File: config.mk
export PLATFORM = sky130hd
export DESIGN_NAME = uimg_top
export DESIGN_NICKNAME = d
export VERILOG_FILES = /design/src/hw/uimg_pkg.sv /design/src/hw/uimg_enable_reg.sv /design/src/hw/uimg_event_status.sv /design/src/hw/uimg_top.sv
export SDC_FILE = /design/constraint.sdc
export NUM_CORES = 1
export LEC_CHECK = 0
export BUFFER_PORTS_ARGS = -buffer_cell sky130_fd_sc_hd__buf_2
export CORE_MARGIN = 2
export CORE_UTILIZATION = 45
export DETAILED_ROUTE_END_ITERATION = 10
export HOLD_SLACK_MARGIN = 0.12
export PLACE_DENSITY_LB_ADDON = 0.25
export SYNTH_ARGS = -nofsm -noshare
export SYNTH_HDL_FRONTEND = slang
export SYNTH_SLANG_ARGS = --single-unit
File: constraint.sdc
create_clock -name pclk -period 2.9 [get_ports pclk]
set_input_delay 0.725 -clock pclk [delete_from_list [all_inputs] [get_ports pclk]]
set_output_delay 0.725 -clock pclk [all_outputs]
set_load 0.05 [all_outputs]
File: src/hw/uimg_pkg.sv
// Shared constants for the UART interrupt mask gate.
package uimg_pkg;
  // ==========================================================================
  // Bus and source geometry.
  // ==========================================================================
  localparam int unsigned ADDR_W = 12;  // Byte address width seen by the block.
  localparam int unsigned DATA_W = 32;  // APB data width.
  localparam int unsigned SRC_N  = 7;   // Interrupt sources, bits 10 down to 4.
  localparam int unsigned SRC_LO = 4;   // Lowest source bit in every register.
  localparam int unsigned SRC_HI = 10;  // Highest source bit in every register.

  // ==========================================================================
  // Register offsets (byte addresses).
  // ==========================================================================
  localparam logic [11:0] OFF_ENABLE   = 12'h038;  // Per-source enable mask.
  localparam logic [11:0] OFF_RAW      = 12'h03C;  // Raw source state.
  localparam logic [11:0] OFF_MASKED   = 12'h040;  // Raw state gated by enables.
  localparam logic [11:0] OFF_EVT_STAT = 12'h044;  // Sticky event flags, read clears.
  localparam logic [11:0] OFF_EVT_MASK = 12'h048;  // Event flags allowed onto irq.

  // ==========================================================================
  // Field positions inside every source-layout register.
  // ==========================================================================
  localparam int unsigned BIT_RX      = 4;   // Receive.
  localparam int unsigned BIT_TX      = 5;   // Transmit.
  localparam int unsigned BIT_RX_TO   = 6;   // Receive time-out.
  localparam int unsigned BIT_FRAMING = 7;   // Framing error.
  localparam int unsigned BIT_PARITY  = 8;   // Parity error.
  localparam int unsigned BIT_BREAK   = 9;   // Break error.
  localparam int unsigned BIT_OVERRUN = 10;  // Overrun error.

  // ==========================================================================
  // Reset and reserved values.
  // ==========================================================================
  localparam logic [6:0] ENABLE_RST   = 7'h00;  // All sources blocked after reset.
  localparam logic [6:0] EVT_MASK_RST = 7'h00;  // No event reaches irq after reset.
  localparam logic [3:0] RSVD_ZERO    = 4'h0;   // Low reserved bits of most registers.
  localparam logic [3:0] RAW_RSVD     = 4'hF;   // Low reserved bits of the raw register.
endpackage

File: src/hw/uimg_enable_reg.sv
// Per-source enable mask register with a write port.
`timescale 1ns/100ps
`default_nettype none
module uimg_enable_reg
  import uimg_pkg::*;
(
  input  wire logic             pclk,      // Peripheral clock.
  input  wire logic             presetn,   // Asynchronous reset, active low.
  input  wire logic             wr_en,     // One-cycle write strobe.
  input  wire logic [SRC_N-1:0] wr_data,   // New enable bits, source order.
  output var  logic [SRC_N-1:0] enable_r   // Enable bits currently held.
);
  logic [SRC_N-1:0] enable_nxt;  // Next value of the enable bits.

  // Next value: a write replaces the whole field, otherwise hold.
  always_comb
  begin
    enable_nxt = enable_r;
    if (wr_en)
    begin
      enable_nxt = wr_data;
    end
  end

  // Register the enables; every bit clears on reset.
  always_ff @(posedge pclk or negedge presetn)
  begin
    if (!presetn)
    begin
      enable_r <= ENABLE_RST;
    end
    else
    begin
      enable_r <= enable_nxt;
    end
  end
endmodule
`default_nettype wire

File: src/hw/uimg_event_status.sv
// Sticky event flags set on a rising raw source and cleared by a read.
`timescale 1ns/100ps
`default_nettype none
module uimg_event_status
  import uimg_pkg::*;
(
  input  wire logic             pclk,      // Peripheral clock.
  input  wire logic             presetn,   // Asynchronous reset, active low.
  input  wire logic [SRC_N-1:0] raw_irq,   // Raw source levels, same clock.
  input  wire logic [SRC_N-1:0] clr_bits,  // Flags to clear this cycle.
  output var  logic [SRC_N-1:0] sticky_r   // Sticky event flags.
);
  logic [SRC_N-1:0] prev_r;      // Raw levels one cycle ago.
  logic [SRC_N-1:0] sticky_nxt;  // Next sticky flags.
  logic [SRC_N-1:0] rise;        // One-cycle pulse on each raw rising edge.

  // Next value: a new event wins over a clear in the same cycle.
  always_comb
  begin
    rise       = raw_irq & ~prev_r;
    sticky_nxt = (sticky_r & ~clr_bits) | rise;
  end

  // Register flags and the previous raw levels.
  always_ff @(posedge pclk or negedge presetn)
  begin
    if (!presetn)
    begin
      prev_r   <= '0;
      sticky_r <= '0;
    end
    else
    begin
      prev_r   <= raw_irq;
      sticky_r <= sticky_nxt;
    end
  end
endmodule
`default_nettype wire

File: src/hw/uimg_top.sv
// APB top of the UART interrupt mask gate with masked outputs and irq.
//
// Overview of operation
// Set enable passes raw interrupt onward.
// Break enable is bit 9, read/write.
// Parity enable is bit 8, resets 0.
// Framing enable is bit 7, readable.
// Receive time-out enable is bit 6.
// Receive enable bit 4 forwards receive.
// Bits 3 to 0 of the enable register read as zero.
// Transmit enable is bit 5, resets 0.
// Overrun enable is bit 10, resets 0.
// Clear enable blocks the raw interrupt.
// Raw status ignores the enable bits.
// Masked status is raw and enable; read-only.
//
// Design decisions made here: the register offsets and register access over APB.
`timescale 1ns/100ps
`default_nettype none
module uimg_top
  import uimg_pkg::*;
(
  input  wire logic              pclk,        // Peripheral clock, 10 MHz.
  input  wire logic              presetn,     // Asynchronous reset, active low.
  input  wire logic              psel,        // APB select.
  input  wire logic              penable,     // APB access phase.
  input  wire logic              pwrite,      // APB direction, high writes.
  input  wire logic [ADDR_W-1:0] paddr,       // APB byte address.
  input  wire logic [DATA_W-1:0] pwdata,      // APB write data.
  output logic      [DATA_W-1:0] prdata,      // APB read data.
  output logic                   pready,      // APB ready.
  output logic                   pslverr,     // APB error on unmapped address.
  input  wire logic [SRC_N-1:0]  raw_irq,     // Raw sources, bit 0 is receive.
  output logic      [SRC_N-1:0]  masked_irq,  // Gated sources to the controller.
  output logic                   irq          // Level interrupt from event flags.
);
  // ==========================================================================
  // Helper functions.
  // ==========================================================================

  // Place a source vector into the register layout over given low bits.
  function automatic logic [DATA_W-1:0] place_src(input logic [SRC_N-1:0] v,
                                                   input logic [3:0] low);
    place_src = {21'h000000, v, low};
  endfunction

  // True when the address selects the given register word.
  function automatic logic hit(input logic [ADDR_W-1:0] a,
                               input logic [ADDR_W-1:0] off);
    hit = (a[ADDR_W-1:2] == off[ADDR_W-1:2]);
  endfunction

  // ==========================================================================
  // State.
  // ==========================================================================
  logic [SRC_N-1:0]  enable_q;      // Enable mask from the register module.
  logic [SRC_N-1:0]  sticky_q;      // Sticky event flags.
  logic [SRC_N-1:0]  evt_mask_r;    // Event mask onto irq.
  logic [SRC_N-1:0]  evt_mask_nxt;  // Next event mask.
  logic [DATA_W-1:0] prdata_r;      // Read data register.
  logic [DATA_W-1:0] prdata_nxt;    // Next read data.
  logic              pready_r;      // Ready register.
  logic              pready_nxt;    // Next ready.
  logic              pslverr_r;     // Error register.
  logic              pslverr_nxt;   // Next error.
  logic [SRC_N-1:0]  masked_r;      // Registered gated sources.
  logic [SRC_N-1:0]  masked_nxt;    // Next gated sources.
  logic              irq_r;         // Registered interrupt.
  logic              irq_nxt;       // Next interrupt.
  logic              setup;         // Setup cycle of a transfer.
  logic              access;        // Completing access cycle.
  logic              mapped;        // Address lands on a register.
  logic              wr_enable;     // Write strobe for the enable mask.
  logic [SRC_N-1:0]  clr_bits;      // Event flags to clear on a read.

  // ==========================================================================
  // APB decode.
  // ==========================================================================

  // Transfer phases and the address check.
  always_comb
  begin
    setup  = psel & ~penable;
    access = psel & penable & pready_r;
    mapped = hit(paddr, OFF_ENABLE) | hit(paddr, OFF_RAW) | hit(paddr, OFF_MASKED)
           | hit(paddr, OFF_EVT_STAT) | hit(paddr, OFF_EVT_MASK);
    // Writes to raw and masked status fall through with no effect. //
    wr_enable = access & pwrite & hit(paddr, OFF_ENABLE);
    // A read clears only the flags it returned, so a later event survives.
    if (access & ~pwrite & hit(paddr, OFF_EVT_STAT))
    begin
      clr_bits = prdata_r[SRC_HI:SRC_LO];
    end
    else
    begin
      clr_bits = '0;
    end
  end

  // ==========================================================================
  // Sub-blocks.
  // ==========================================================================

  // Enable mask; write data is taken from bits 10 down to 4. //
  uimg_enable_reg u_enable (
    .pclk     (pclk),
    .presetn  (presetn),
    .wr_en    (wr_enable),
    .wr_data  (pwdata[SRC_HI:SRC_LO]),
    .enable_r (enable_q)
  );

  // Sticky event flags fed by the raw sources.
  uimg_event_status u_events (
    .pclk     (pclk),
    .presetn  (presetn),
    .raw_irq  (raw_irq),
    .clr_bits (clr_bits),
    .sticky_r (sticky_q)
  );

  // ==========================================================================
  // Next values for bus answer, event mask, gated outputs and irq.
  // ==========================================================================
  always_comb
  begin
    // Ready follows the setup cycle, so every access takes one wait-free cycle.
    pready_nxt   = setup;
    pslverr_nxt  = setup & ~mapped;
    prdata_nxt   = prdata_r;
    evt_mask_nxt = evt_mask_r;
    if (setup & ~pwrite)
    begin
      // Read data is sampled in the setup cycle and held through access.
      prdata_nxt = '0;
      if (hit(paddr, OFF_ENABLE))
      begin
        // Reserved bits 3:0 and 31:11 read zero. //
        prdata_nxt = place_src(enable_q, RSVD_ZERO);
      end
      else if (hit(paddr, OFF_RAW))
      begin
        // Raw state, untouched by the enables. //
        prdata_nxt = place_src(raw_irq, RAW_RSVD);
      end
      else if (hit(paddr, OFF_MASKED))
      begin
        prdata_nxt = place_src(raw_irq & enable_q, RSVD_ZERO);
      end
      else if (hit(paddr, OFF_EVT_STAT))
      begin
        prdata_nxt = place_src(sticky_q, RSVD_ZERO);
      end
      else if (hit(paddr, OFF_EVT_MASK))
      begin
        prdata_nxt = place_src(evt_mask_r, RSVD_ZERO);
      end
    end
    else if (setup & pwrite)
    begin
      // A write answers with zero data.
      prdata_nxt = '0;
    end
    if (access & pwrite & hit(paddr, OFF_EVT_MASK))
    begin
      evt_mask_nxt = pwdata[SRC_HI:SRC_LO];
    end
    // A set enable passes the source, a clear one blocks it. //
    masked_nxt = raw_irq & enable_q;
    // Receive at bit 4 and transmit at bit 5 follow the same gate. //
    irq_nxt = |(sticky_q & evt_mask_r);
  end

  // ==========================================================================
  // Registers.
  // ==========================================================================
  always_ff @(posedge pclk or negedge presetn)
  begin
    if (!presetn)
    begin
      prdata_r   <= '0;
      pready_r   <= 1'b0;
      pslverr_r  <= 1'b0;
      evt_mask_r <= EVT_MASK_RST;
      masked_r   <= '0;
      irq_r      <= 1'b0;
    end
    else
    begin
      prdata_r   <= prdata_nxt;
      pready_r   <= pready_nxt;
      pslverr_r  <= pslverr_nxt;
      evt_mask_r <= evt_mask_nxt;
      masked_r   <= masked_nxt;
      irq_r      <= irq_nxt;
    end
  end

  // Outputs straight from flip-flops.
  assign prdata     = prdata_r;
  assign pready     = pready_r;
  assign pslverr    = pslverr_r;
  assign masked_irq = masked_r;
  assign irq        = irq_r;

  logic seen_r;  // Low only in the first clock after reset release.

  // Mark the first cycle after reset so reset values can be checked.
  always_ff @(posedge pclk or negedge presetn)
  begin
    if (!presetn)
    begin
      seen_r <= 1'b0;
    end
    else
    begin
      seen_r <= 1'b1;
    end
  end

  logic rd_enable;  // Completing read of the enable mask.
  logic rd_raw;     // Completing read of the raw state.
  logic rd_masked;  // Completing read of the masked state.

  // Qualified read completions used by the checks below.
  assign rd_enable = access & ~pwrite & hit(paddr, OFF_ENABLE);
  assign rd_raw    = access & ~pwrite & hit(paddr, OFF_RAW);
  assign rd_masked = access & ~pwrite & hit(paddr, OFF_MASKED);
endmodule
`default_nettype wire

==> results.yml <==
run_status:
  status: "finished, final reports clean"
placement:
  dp.cells: 306
  io_buffers: 49
  hpwl_mm: 3.158
  place_congestion: 0.7180
clock_tree:
  cts_tree: "done"
  cts-hold-fix-buffers: 0
  clock_tree.buffer_depth: 2
  clkTransAtPathRegs_ps: 80
  htreeDepth: 2
  cts_resized: 0
  numCtsBuffers: 5
  cts-root-buf: "clkbuf_8"
  insertion_delay_ps: 290
  clock_sinks: 46
  post-cts-setup-buffers: 0
synthesis:
  synth_cell_types: 35
  syn_avg_cell_area_um2: 11.53
  yosys_register_bits: 46
  ys_seq_area_share_pct: 50.44
  syn_inst: 198
  syn-cell-area_um2: 2282
  synth_top_area_share_pct: 50.44
  synth.yosys.warnings: 0
  synthTopCellsByArea: "dfrtp_1 50%, buf_4 7.9%, mux2_2 6.9%, nand3b_1 3.9%, a221o_1 3.1%"
  synth_area_leader_cell: "dfrtp_1"
sta:
  hold_slack_ps: 320.5
  grt_setup_unrepaired: "no"
  period_share_pct: 71.38
  finalSetupTns_ps: 0
  slew_viol_final: 0
  skew_ps: 3.695
  slew_headroom_pct: 64.74
  tightest_slew_ps: 529.0
  max_freq_mhz: 483.1
  setup_viol: 0
  period_needed_ps: 2070
  final_hold_viol_count: 0
worst_setup_path:
  cpPeakStageDelay_ps: 600
  endpoint_kind: "flop"
  startpoint_type: "primary input"
  r2r-start: "pready"
  crit_chain: "buf_2 > or3b_1 > nor4b_4 > nand2_2 > a221o_1"
  cp.required_ps: 3080
  setup.worst_path.start: "paddr[5]"
  arrival_ps: 2250
  critical_path.slowest_cell: "or3b_1"
  path_max_fanout: 11
  crit_type: "in -> reg"
cells_and_area:
  antenna_cells: 0
  final_core_util_pct: 54.21
  stdcell_count: 313
  drive_gt1_share_pct: 31.71
  fill_cells: 450
  final_nets: 302
  area_growth_pct: 14.42
global_routing:
  grt_pass1_wl_mm: 7.465
  grt.overflow.total: 0
  grt_pass1_vias: 1537
  grt_antenna_before_repair: 0
  grtUsageTotal_pct: 17.84
  grt_max_degree: 33
pwr:
  p_sw_share_pct: 25.39
  seqPwrFrac_pct: 50.6
  p_comb_share_pct: 11.8
  intPower_mw: 0.9572
  p_sw_mw: 0.3257
  power_mw: 1.283
  vdd_drop_max_uv: 192.7
  p_clk_share_pct: 37.6
  p_leak_nw: 1.366
  p_per_area_nw_per_um2: 491.3
floorplanning:
  start_util_pct: 47.38
  die_h_um: 75.22
  fp.dieW_um: 75.22
  die-area_um2: 5657
  num_io_pins: 98
  coreArea_um2: 4817
  num_rows: 25
detailed_routing:
  wl_per_cell_um: 14.28
  topRoutingLayerUsed: "met4"
  dr_wl_met2_mm: 2.085
  antenna_left: 0
  num_vias: 1590
  vias_per_cell: 5.080
  met1_length_mm: 2.028
  drtIter0Drc: 122
  wl_mm: 4.471
  drt-pass1-iter-count: 4
  dr_wl_met3_um: 273
  drc: 0
min_path:
  hold_path_class: "in -> async"
flow_run:
  maxCapViolCount: 0
==> power by group through the flow <==
stage,Clock [mW],Sequential [mW],Combinational [mW]
floorplan,0,0.669,0.119
global placement,0,0.663,0.151
detailed placement,0,0.662,0.152
CTS,0.496,0.650,0.152
global route,0.516,0.651,0.164
finish,0.482,0.650,0.151
==> cells in the mapped netlist <==
cell type  instances
a22oi_1            2
and2_1             6
nand4b_1           1
a21oi_1            9
inv_1             10
o2bb2ai_1          1
buf_2              3
nand2_1            8
nor2b_1            8
and4b_1            2
dfrtp_1           46
clkbuf_1           5
nand3_1            1
nor2_1             2
buf_6              1
a222oi_1           1
nand4_2            1
a32o_1             7
conb_1             1
mux2_2            14
buf_4             24
nor3_1             3
mux2i_1            7
nand2b_1           2
nor4b_4            1
a22o_1             1
a221o_1            7
nor4bb_1           1
nand3b_1          12
o21a_1             1
or3b_1             1
a211o_1            6
and3_1             1
nand2_2            1
o21ai_0            1
==> kinds of logic after synthesis <==
| group | share of synthesized area (%) |
|---|---|
| and+or+nand+nor | 15.08 |
| AOI/OAI and AO/OA | 12.83 |
| DFF | 50.44 |
| other | 0.1643 |
| buffers and inverters | 11.51 |
| muxes | 9.978 |
==> layout by cell type, fill, tap and decap left out, types with 2 or more instances in the layout <==
master	instances
nor2b_1	8
a22oi_1	2
nand2b_1	2
buf_4	5
buf_2	49
clkbuf_8	6
nor2_1	2
dfrtp_1	46
a32o_1	7
nand3b_1	12
a21oi_1	9
a221o_1	7
a211o_1	6
nor3_1	3
and2_1	6
and4b_1	2
nand2_1	8
mux2i_1	7
inv_1	10
conb_1	21
mux2_2	14
==> metal layers <==
| metal | vias up | track usage (%) |
|---|---|---|
| met1 | 762 | 24.48 |
| met5 | - | 0 |
| met3 | 10 | 4.284 |
| li1 | 761 | - |
| met4 | 0 | 7.018 |
| met2 | 57 | 27.49 |
==> final cells by class <==
class,count,area [um2],share of cell area [%]
multi-input combinational,129,943.4,36.13
sequential,46,1151,44.08
tap,67,83.83,3.210
clock inverter,1,30.03,1.150
timing repair buffer,54,282.8,10.83
inverter,10,37.54,1.437
clock buffer,6,82.58,3.162
==> registers in the layout, summed over array words and instances, names as in the netlist <==
register / cells
evt_mask_r: 7
u_events.prev_r: 7
masked_irq: 7
pready: 1
irq: 1
pslverr: 1
u_events.sticky_r: 7
prdata: 8
u_enable.enable_r: 7
==> metrics by stage <==
| stage | setup slack [ps] | area, um2 |
|---|---|---|
| after global routing | 723.2 | 2611 |
| after CTS | 828.1 | 2611 |
| after global placement | 533.5 | 2499 |
| after floorplan | 893.3 | 2357 |
| after detailed placement | 514.3 | 2499 |
| final | 829.9 | 2611 |
==> worst max-delay path: cells and delay by family <==
kind            cells  cell delay, ps
compound gates      1             330
buf+inv             1             110
simple gates        3            1080
==> path summary, 6_finish.rpt <==
check | to | slack, ps | cells after the start
worst max-delay path | u_events.sticky_r[3] | 830 | 5
worst min-delay path | masked_irq[3] | 320 | 1
worst max register to register | u_enable.enable_r[3] | 1080 | 4
worst min register to register | masked_irq[5] | 530 | 2
max in group asynchronous | evt_mask_r[3] | 1870 | 2
min in group pclk | masked_irq[5] | 530 | 2
Power figures use the tool's default switching activity.
